### src/hw/limit_pkg.sv
package limit_pkg;

    // ----------------------------------------
    // Register offsets
    // ----------------------------------------
    localparam logic [7:0] OFS_SHUNT_UNDER = 8'h0d;
    localparam logic [7:0] OFS_BUS_OVER = 8'h0e;
    localparam logic [7:0] OFS_BUS_UNDER = 8'h0f;
    localparam logic [7:0] OFS_TEMP_OVER = 8'h10;
    localparam logic [7:0] OFS_POWER_OVER = 8'h11;
    localparam logic [7:0] OFS_MAKER_ID = 8'h3e;
    localparam logic [7:0] OFS_PART_ID = 8'h3f;

    // ----------------------------------------
    // Reset values
    // ----------------------------------------
    localparam logic [15:0] RST_SHUNT_UNDER = 16'h8000;
    localparam logic [14:0] RST_BUS_OVER = 15'h7fff;
    localparam logic [14:0] RST_BUS_UNDER = 15'h0000;
    localparam logic [11:0] RST_TEMP_FIELD = 12'h07ff;
    localparam logic [15:0] RST_POWER_OVER = 16'hffff;
    localparam logic [7:0] RST_FLAGS = 8'h00;

    // ----------------------------------------
    // Field positions and widths
    // ----------------------------------------
    localparam int unsigned BUS_FIELD_W = 15;
    localparam int unsigned TEMP_FIELD_LSB = 4;
    localparam int unsigned REV_FIELD_W = 4;
    localparam int unsigned POWER_ALIGN_SHIFT = 8;
    localparam int unsigned FLAG_POWER_HIGH = 2;
    localparam int unsigned FLAG_BUS_LOW = 3;
    localparam int unsigned FLAG_BUS_HIGH = 4;
    localparam int unsigned FLAG_SHUNT_LOW = 5;
    localparam int unsigned FLAG_OVERHEAT = 7;
    localparam logic [7:0] FLAG_USED_MASK = 8'hbc;

    // ----------------------------------------
    // Carriers
    // ----------------------------------------
    typedef struct packed {
        logic wr;
        logic rd;
        logic [7:0] addr;
        logic [15:0] wdata;
    } reg_req_t;

    typedef struct packed {
        logic shunt_upd;
        logic [15:0] shunt;
        logic bus_upd;
        logic [15:0] bus;
        logic temp_upd;
        logic [11:0] temp;
        logic power_upd;
        logic [23:0] power;
    } meas_t;

    typedef struct packed {
        logic [15:0] shunt_under;
        logic [14:0] bus_over;
        logic [14:0] bus_under;
        logic [11:0] temp_field;
        logic [15:0] power_over;
        logic [7:0] flags;
        logic [15:0] rdata;
        logic rvalid;
    } bank_state_t;

    localparam bank_state_t STATE_RST = '{
        shunt_under: RST_SHUNT_UNDER,
        bus_over: RST_BUS_OVER,
        bus_under: RST_BUS_UNDER,
        temp_field: RST_TEMP_FIELD,
        power_over: RST_POWER_OVER,
        flags: RST_FLAGS,
        rdata: 16'h0000,
        rvalid: 1'b0
    };

endpackage

### src/hw/threshold_compare.sv
`timescale 1ns/1ns
module threshold_compare (
    input wire limit_pkg::meas_t meas,
    input wire limit_pkg::bank_state_t bank,
    output logic [7:0] eval_mask,
    output logic [7:0] hit_vec
);

    logic [15:0] power_aligned;

    // Power result scaled down to threshold units
    assign power_aligned = 16'(meas.power >> limit_pkg::POWER_ALIGN_SHIFT);

    // One verdict per measurement update, against the thresholds held now
    always_comb begin
        eval_mask = 8'h00;
        hit_vec = 8'h00;
        // [RULE_02] signed shunt compare
        // [RULE_14] shunt low verdict
        eval_mask[limit_pkg::FLAG_SHUNT_LOW] = meas.shunt_upd;
        hit_vec[limit_pkg::FLAG_SHUNT_LOW] = $signed(meas.shunt) < $signed(bank.shunt_under);
        // [RULE_03] unsigned bus high
        // [RULE_13] bus high verdict
        eval_mask[limit_pkg::FLAG_BUS_HIGH] = meas.bus_upd;
        hit_vec[limit_pkg::FLAG_BUS_HIGH] = meas.bus > {1'b0, bank.bus_over};
        // [RULE_04] unsigned bus low
        eval_mask[limit_pkg::FLAG_BUS_LOW] = meas.bus_upd;
        hit_vec[limit_pkg::FLAG_BUS_LOW] = meas.bus < {1'b0, bank.bus_under};
        // [RULE_07] direct temperature compare
        // [RULE_15] overheat verdict
        eval_mask[limit_pkg::FLAG_OVERHEAT] = meas.temp_upd;
        hit_vec[limit_pkg::FLAG_OVERHEAT] = $signed(meas.temp) > $signed(bank.temp_field);
        // [RULE_10] aligned power compare
        // [RULE_16] power high verdict
        eval_mask[limit_pkg::FLAG_POWER_HIGH] = meas.power_upd;
        hit_vec[limit_pkg::FLAG_POWER_HIGH] = power_aligned > bank.power_over;
    end

endmodule // threshold_compare

### src/hw/limit_bank.sv
`timescale 1ns/1ns
// Contract
// [RULE_01] Shunt under-limit is a 16-bit read-write register at 0x0D resetting to 0x8000.
// [RULE_02] The shunt threshold is two's complement in the same scale as the shunt result.
// [RULE_03] Bus over-limit at 0x0E resets to 0x7FFF and holds an unsigned 15-bit threshold.
// [RULE_04] Bus under-limit at 0x0F resets to zero and holds an unsigned 15-bit threshold.
// [RULE_05] Bit 15 of both bus threshold registers always reads zero whatever is written.
// [RULE_06] Temperature over-limit at 0x10 holds a signed 12-bit field in bits 15:4, reset 0x7FF.
// [RULE_07] The temperature field is compared with the die temperature result as it stands.
// [RULE_08] Bits 3:0 of the temperature over-limit register reset to zero and read zero.
// [RULE_09] Power over-limit at 0x11 is a 16-bit read-write unsigned threshold resetting to 0xFFFF.
// [RULE_10] One power threshold step equals 256 power result steps, so the result is shifted down.
// [RULE_11] The maker identity register at 0x3E is a fixed read-only two-character code.
// [RULE_12] Register 0x3F returns a fixed 12-bit part code over a 4-bit revision code.
// [RULE_13] Bus high sets flag bit 4 and bus low sets flag bit 3, cleared by a diagnostic read when latched.
// [RULE_14] Shunt below its limit sets flag bit 5, cleared by a diagnostic read when latched.
// [RULE_15] Temperature above its limit sets flag bit 7, cleared by a diagnostic read when latched.
// [RULE_16] Power above its limit sets flag bit 2, cleared by a diagnostic read when latched.
// [RULE_17] Each comparison runs once per update with the threshold held at that moment.
module limit_bank #(
    parameter logic [15:0] MAKER_CODE = 16'h4142,
    parameter logic [11:0] PART_CODE = 12'h0a5c,
    parameter logic [3:0] REV_CODE = 4'h3
) (
    input wire logic ref_clk,
    input wire logic rst_n,
    input wire limit_pkg::reg_req_t reg_req,
    input wire limit_pkg::meas_t meas,
    input wire logic alert_latch_enable,
    input wire logic diag_read,
    output logic [15:0] rd_data_ff,
    output logic rd_valid_ff,
    output logic [7:0] alert_flags_ff
);

    // ----------------------------------------
    // Elaboration checks
    // ----------------------------------------
    if (limit_pkg::TEMP_FIELD_LSB != limit_pkg::REV_FIELD_W) begin : g_bad_layout
        $error("temperature field must sit above four reserved bits");
    end

    // ----------------------------------------
    // State and comparator
    // ----------------------------------------
    limit_pkg::bank_state_t st_ff;
    limit_pkg::bank_state_t nxt_st;
    logic [7:0] eval_mask;
    logic [7:0] hit_vec;

    threshold_compare u_compare (
        .meas(meas),
        .bank(st_ff),
        .eval_mask(eval_mask),
        .hit_vec(hit_vec)
    );

    // Read word for one offset, zero when unmapped
    function automatic logic [15:0] read_word(
        input logic [7:0] addr,
        input limit_pkg::bank_state_t s
    );
        logic [15:0] w;
        w = 16'h0000;
        case (addr)
            limit_pkg::OFS_SHUNT_UNDER: w = s.shunt_under;
            // [RULE_05] bit 15 reads zero
            limit_pkg::OFS_BUS_OVER: w = {1'b0, s.bus_over};
            limit_pkg::OFS_BUS_UNDER: w = {1'b0, s.bus_under};
            // [RULE_08] low nibble reads zero
            limit_pkg::OFS_TEMP_OVER: w = {s.temp_field, 4'h0};
            limit_pkg::OFS_POWER_OVER: w = s.power_over;
            // [RULE_11] fixed maker code
            limit_pkg::OFS_MAKER_ID: w = MAKER_CODE;
            // [RULE_12] part over revision
            limit_pkg::OFS_PART_ID: w = {PART_CODE, REV_CODE};
            default: w = 16'h0000;
        endcase
        return w;
    endfunction

    // ----------------------------------------
    // Next-state logic
    // ----------------------------------------
    always_comb begin
        nxt_st = st_ff;
        nxt_st.rvalid = 1'b0;
        // Register writes; identity and unmapped offsets ignore them
        if (reg_req.wr) begin
            case (reg_req.addr)
                // [RULE_01] full-width shunt limit
                limit_pkg::OFS_SHUNT_UNDER: nxt_st.shunt_under = reg_req.wdata;
                // [RULE_03] bus high field
                limit_pkg::OFS_BUS_OVER: nxt_st.bus_over = reg_req.wdata[14:0];
                // [RULE_04] bus low field
                limit_pkg::OFS_BUS_UNDER: nxt_st.bus_under = reg_req.wdata[14:0];
                // [RULE_06] temperature field only
                limit_pkg::OFS_TEMP_OVER: nxt_st.temp_field = reg_req.wdata[15:4];
                // [RULE_09] power limit word
                limit_pkg::OFS_POWER_OVER: nxt_st.power_over = reg_req.wdata;
                default: ;
            endcase
        end
        // Read answer one cycle after the request
        if (reg_req.rd) begin
            nxt_st.rvalid = 1'b1;
            nxt_st.rdata = read_word(reg_req.addr, st_ff);
        end
        // [RULE_17] flags follow each update
        for (int b = 0; b < 8; b++) begin
            if (limit_pkg::FLAG_USED_MASK[b]) begin
                if (alert_latch_enable) begin
                    // Read clears, a fresh hit in the same cycle wins
                    if (diag_read) begin
                        nxt_st.flags[b] = 1'b0;
                    end
                    if (eval_mask[b] && hit_vec[b]) begin
                        nxt_st.flags[b] = 1'b1;
                    end
                end else if (eval_mask[b]) begin
                    nxt_st.flags[b] = hit_vec[b];
                end
            end
        end
    end

    // State register with synchronous reset
    always_ff @(posedge ref_clk) begin
        if (!rst_n) begin
            st_ff <= limit_pkg::STATE_RST;
        end else begin
            st_ff <= nxt_st;
        end
    end

    // Outputs straight from the state flops
    assign rd_data_ff = st_ff.rdata;
    assign rd_valid_ff = st_ff.rvalid;
    assign alert_flags_ff = st_ff.flags;
endmodule // limit_bank

### config.mk
export PLATFORM = sky130hd
export DESIGN_NAME = limit_bank
export DESIGN_NICKNAME = d
export VERILOG_FILES = /design/src/hw/limit_pkg.sv /design/src/hw/threshold_compare.sv /design/src/hw/limit_bank.sv
export SDC_FILE = /design/constraint.sdc
export NUM_CORES = 1
export LEC_CHECK = 0
export BUFFER_PORTS_ARGS = -buffer_cell sky130_fd_sc_hd__buf_4
export CAP_MARGIN = 20
export CORE_UTILIZATION = 56
export DETAILED_ROUTE_END_ITERATION = 16
export PLACE_DENSITY = 0.81
export SETUP_SLACK_MARGIN = 0.4
export SLEW_MARGIN = 20
export SYNTH_ARGS = -nofsm -noshare
export SYNTH_HDL_FRONTEND = slang
export SYNTH_SLANG_ARGS = --single-unit
### constraint.sdc
create_clock -name ref_clk -period 2.1 [get_ports ref_clk]
set_clock_uncertainty 0.1 [all_clocks]
set_input_delay 0.21 -clock ref_clk [delete_from_list [all_inputs] [get_ports ref_clk]]
set_output_delay 0.21 -clock ref_clk [all_outputs]
set_load 0.01 [all_outputs]
---- After elaboration in Yosys (flattened, before gate mapping) ----
Cells that the tools add are included.
storage, ports and cells
  flip-flop bits (word level) ............. 96
  output and inout bits ................... 25
  word-level logic and storage cells ...... 66
  input bits .............................. 102
cells by class
  magnitude comparators ................... 5
  reductions and logical operators ........ 19
  equal/unequal tests ..................... 12
  mux-type cells .......................... 18
operator list
  operator                                                                 count
  16-bit one-hot mux with 7 select lines                                   1
  8-bit by 4-bit equality test with 1-bit output, second input constant    3
  2-bit AND reduction                                                      10
  1-bit 2-to-1 mux                                                         17
  8-bit by 5-bit equality test with 1-bit output, second input constant    2
  8-bit by 6-bit equality test with 1-bit output, second input constant    2
  16-bit by 15-bit greater-than comparator with 1-bit output               1
  16-bit greater-than comparator                                           1
  16-bit by 15-bit < comparator with 1-bit output                          1
  16-bit < comparator                                                      1
  3-bit by 1-bit inequality test with 1-bit output, second input constant  5
  12-bit greater-than comparator                                           1
  2-bit nonzero test                                                       4
  1-bit logical AND                                                        5

---- Longest topological paths before layout ----
  word-level depth ........................ 4
  gate-level depth with buffers ........... 8
  mapped depth without buffers ............ 7

---- By module ----
From an unflattened synthesis, not the netlist that was laid out.
unflattened totals
  cells, all modules ...................... 774
  area total of the unflattened synthesis .. 6,251.0 um^2
modules (own cells, without submodules)
  module             times used  area an instance (um^2)  cells each  sequential area each (um^2)
  limit_bank         1           4,327.9                  515         1,921.8
  threshold_compare  1           1,923.1                  259         0.0

---- Least setup slack after synthesis ----
OpenSTA, ideal clock, no wires.
  kind .................................... register -> register
  start point ............................. register st_ff[96] (netlist name)
  end point ............................... register st_ff, in the netlist alert_flags_ff[5]
  path buffers ............................ 0
  data required time ...................... 1.921 ns
  arrival ................................. 1.801 ns
  setup slack ............................. 0.120 ns
  cell stages (with the launch flop) ...... 7
  period minus slack after synthesis ...... 1.980 ns
  setup time .............................. 0.079 ns
  path through ............................ dfxtp_1 inv_1 ha_1 a21o_1 a2111oi_0 or4b_1 o211ai_1
on the way
  word-level cells in the longest chain between the ends .. 4
  elaborated cells between the ends (all ways) .. 7
  classes of those cells .................. order compare: 1; eq/ne: 1; mux: 3; reduce/logical: 2
ends and longest elaborated chain
  element                                                                                                RTL line                 text
  start, declared                                                                                        limit_bank.sv:46         limit_pkg::bank_state_t st_ff;
  start signal, assigned                                                                                 limit_bank.sv:130        st_ff <= limit_pkg::STATE_RST;
  start signal, assigned                                                                                 limit_bank.sv:132        st_ff <= nxt_st;
  16-bit < comparator *                                                                                  threshold_compare.sv:21  hit_vec[limit_pkg::FLAG_SHUNT_LOW] = $signed(meas.shunt) < $signed(bank.shunt_under);
  1-bit logical AND                                                                                      limit_bank.sv:117        if (eval_mask[b] && hit_vec[b]) begin
  3-bit by 1-bit inequality test with 1-bit output (no source line) or 1-bit 2-to-1 mux (tied branches)  -
  2-bit AND reduction (no source line) or 1-bit 2-to-1 mux (tied branches)                               -
Mark *: on every way between the ends. The rest lies on a longest branch, timed or not. The select of a mux whose other input is x is not followed.
A chain may end at the register's enable or synchronous reset.

---- Worst setup path after layout ----
  start point ............................. register st_ff[50] (netlist name)
  end point ............................... register st_ff, in the netlist alert_flags_ff[7]
on the way
  word-level cells in the longest chain between the ends .. 4
  elaborated cells between the ends (all ways) .. 7
  classes of those cells .................. order compare: 1; eq/ne: 1; mux: 3; reduce/logical: 2
ends and longest elaborated chain
  element                                                                                                RTL line                 text
  12-bit greater-than comparator *                                                                       threshold_compare.sv:32  hit_vec[limit_pkg::FLAG_OVERHEAT] = $signed(meas.temp) > $signed(bank.temp_field);
  1-bit logical AND                                                                                      limit_bank.sv:117
  3-bit by 1-bit inequality test with 1-bit output (no source line) or 1-bit 2-to-1 mux (tied branches)  -
  2-bit AND reduction (no source line) or 1-bit 2-to-1 mux (tied branches)                               -
Marked as above.

==> impl_metrics.py <==
metrics = {
    "synthesis": {
        "synth.mux.area_fraction": 0.0584,
        "synth_compound_area_frac": 0.215,
        "ys_seq_area_frac": 0.311,
        "yosys_warnings": 0,
        "async_flop_share": 0,
        "synthesis.area_mm2": 0.00617,
        "synthCells": 726,
        "synthSimpleGateAreaFrac": 0.164,
        "synth-edff-count": 0,
        "ys_seq_elements": 96,
        "ys_types": 64,
        "synth_top_family_by_area": "compound AO/OA/AOI/OAI gates",
        "avgSynthCellArea_um2": 8.50,
        "synthAdderAreaFrac": 0.146,
        "yosys.area_share.xor_xnor": 0,
        "synth_ff_type": "dfxtp_1",
    },
    "placement": {
        "globalplace.congestion": 0.919,
        "portBuffers": 115,
        "placed_cell_area_mm2": 0.00705,
        "dpl.hpwl_mm": 13.7,
        "pre_cts_ws_ns": 0.0726,
    },
    "drt": {
        "dr.pass1.iters": 6,
        "drtIter0Drc": 679,
        "vias": 5825,
        "drcViolationCount": 0,
        "wire_per_inst_um": 19.0,
        "viasPerCell": 6.04,
        "drtAntennaViolNets": 0,
        "wl_mm": 18.3,
    },
    "worst_setup_path": {
        "critical_path_peak_fanout": 2,
        "timing.rr.end": "alert_flags_ff[7]$_SDFFE_PN0P_",
        "reg2reg_slack_ns": 0.09,
        "reg2reg_depth": 6,
        "end_kind": "flop",
        "reg2reg_from": "st_ff[50]$_SDFFE_PN1P_",
        "worstPathArrival_ns": 2.19,
        "critPathKind": "flop to flop",
        "cp.required_ns": 2.28,
        "cp-start-kind": "flop",
    },
    "timing": {
        "drv_slew": 0,
        "worstMarginPinSlew_ns": 0.590,
        "min_period_over_period": 0.957,
        "layout_min_cycle_time_ns": 2.01,
        "setup_slack_ns": 0.0899,
        "rsz0062_at_grt": "true",
        "final_hold_viol_count": 0,
        "max_freq_ghz": 0.497,
        "setup_viol": 0,
        "setup_tns_ns": 0,
        "maxSlewHeadroom": 0.606,
    },
    "clock_tree": {
        "cts_made_buffers": 9,
        "clk_path_buf_depth": 2,
        "htreeDepth": 3,
        "cts_tree": "built",
        "path_clk_slew_ns": 0.09,
        "clock_latency_ns": 0.37,
        "cts.sinks": 96,
        "ctsRootBufferMaster": "clkbuf_8",
    },
    "layout": {
        "antennaDiodeCount": 0,
        "syn2layout_area_growth_pct": 24.1,
        "final_cell_mix": "142 x buf_4, 104 x nand2_1, 76 x dfxtp_1",
        "multi_input_area_mm2": 0.00395,
        "final_common_cell": "buf_4",
        "num-fill-cells": 762,
        "final_cell_area_mm2": 0.00765,
        "nets": 997,
        "seq_area_mm2": 0.00195,
        "drive_gt1_frac": 0.291,
    },
    "power": {
        "pwr-share-comb": 0.151,
        "p_per_area_mw_per_mm2": 477,
        "clockPowerShare": 0.348,
        "switching_share": 0.259,
        "peakVddDrop_uv": 309,
        "power_leakage_uw": 0.00348,
        "netSwitchingPower_uw": 947,
        "power.internal_uw": 2710,
        "p_seq_frac": 0.501,
    },
    "min_path": {
        "hold_class": "input port to flop",
        "min_to": "st_ff[65]$_SDFFE_PN0P_",
        "min_from": "reg_req[12]",
        "hold_depth": 3,
    },
    "floorplan": {
        "die_x_um": 107,
        "io_pins": 127,
        "die_area_mm2": 0.0114,
        "start_util": 0.587,
        "dieHeight_um": 107,
        "rows": 37,
        "core_area_mm2": 0.0105,
    },
    "outcome": {
        "status": "complete, no violations",
    },
    "run": {
        "drv_cap": 0,
    },
    "global_route": {
        "grt_pass1_vias": 5723,
        "grtUsageTotal": 0.323,
        "antenna_found_initial": 1,
        "grt_max_degree": 49,
        "grt_pass1_wl_mm": 28.5,
        "grt_overflow": 0,
    },
}
[cells in the mapped netlist, types with 10 or more instances]
cell type | instances | area [µm²]
a21boi_1 | 16 | 120
a21oi_1 | 28 | 140
a22o_1 | 12 | 105
buf_2 | 13 | 65.1
buf_4 | 26 | 195
clkbuf_1 | 17 | 63.8
dfxtp_1 | 96 | 1920
ha_1 | 72 | 901
inv_1 | 77 | 289
mux2i_1 | 36 | 360
nand2_1 | 105 | 394
nand3_1 | 15 | 75.1
nand4_1 | 10 | 62.6
nor2_1 | 14 | 52.6
nor2b_1 | 22 | 138
o211ai_1 | 39 | 293
o21ai_0 | 17 | 85.1
[cell families (layout without fill, tap and decap cells)]
logic type / Yosys count / in the layout
and+or+nand+nor: 202 / 202
adders and majority gates: 72 / 72
buffers and inverters: 137 / 237
other: 1 / 3
DFF: 96 / 96
AOI/OAI and AO/OA: 182 / 182
muxes: 36 / 36
[flip-flops by register name, summed over array words and instances, names as in the netlist]
| register | cells |
|---|---|
| alert_flags_ff | 5 |
| rd_data_ff | 16 |
| rd_valid_ff | 1 |
| st_ff | 74 |
[power by group through the flow]
stage          logic [µW]  clock network, µW  registers, µW
4_1_cts               522               1260           1830
6_report              552               1270           1830
3_5_place_dp          499                  0           1870
3_3_place_gp          478                  0           1870
2_1_floorplan         240                  0           1870
5_1_grt               593               1340           1830
[metal layers]
metal / part of all wire / track usage
met5: 0.00060 / 0
met4: 0.038 / 0.142
met3: 0.080 / 0.0578
met2: 0.48 / 0.539
met1: 0.40 / 0.406
[worst max-delay path by stage]
stage,cells past startpoint,from,end
6_report,6,st_ff[50]$_SDFFE_PN1P_,alert_flags_ff[7]$_SDFFE_PN0P_
2_1_floorplan,6,st_ff[96]$_SDFFE_PN0P_,alert_flags_ff[5]$_SDFFE_PN0P_
3_5_place_dp,7,st_ff[45]$_SDFFE_PN1P_,alert_flags_ff[7]$_SDFFE_PN0P_
3_3_place_gp,6,st_ff[98]$_SDFFE_PN1P_,alert_flags_ff[5]$_SDFFE_PN0P_
4_1_cts,7,st_ff[46]$_SDFFE_PN1P_,alert_flags_ff[7]$_SDFFE_PN0P_
5_1_grt,6,st_ff[50]$_SDFFE_PN1P_,alert_flags_ff[7]$_SDFFE_PN0P_
[through the flow]
stage | total power, µW | std cells | utilization | hold slack, ns
floorplan | 2110 | 728 | - | 0.234
global placement | 2350 | 936 | 0.671 | 0.342
detailed placement | 2370 | 936 | 0.671 | 0.344
CTS | 3620 | 961 | 0.713 | 0.00792
global route | 3770 | 964 | 0.728 | 0.00699
finish | 3660 | 964 | 0.728 | 0.0169
[worst max-delay path: stages (launching register included)]
cell	delay (ns)
dfxtp_1	0.36
inv_1	0.08
ha_1	0.29
a21o_1	0.19
a31oi_1	0.27
or3b_1	0.42
a311oi_2	0.22
[cell type report]
class / count / area share
clock buffer: 12 / 0.0203
clock inverter: 4 / 0.00686
inverter: 77 / 0.0378
multi-input combinational: 495 / 0.515
sequential: 96 / 0.254
tap: 136 / 0.0222
timing repair buffer: 144 / 0.143
[repair_timing]
action | in CTS | in global routing
hold buffers | 1 | 0
resized for setup | 33 | 33
setup buffers | 8 | 3
hold endpoints to repair | 1 | 0
pin swaps | 17 | 15
endpoints found under the setup margin | 5 | 5
(Power assumes the default switching activity.)
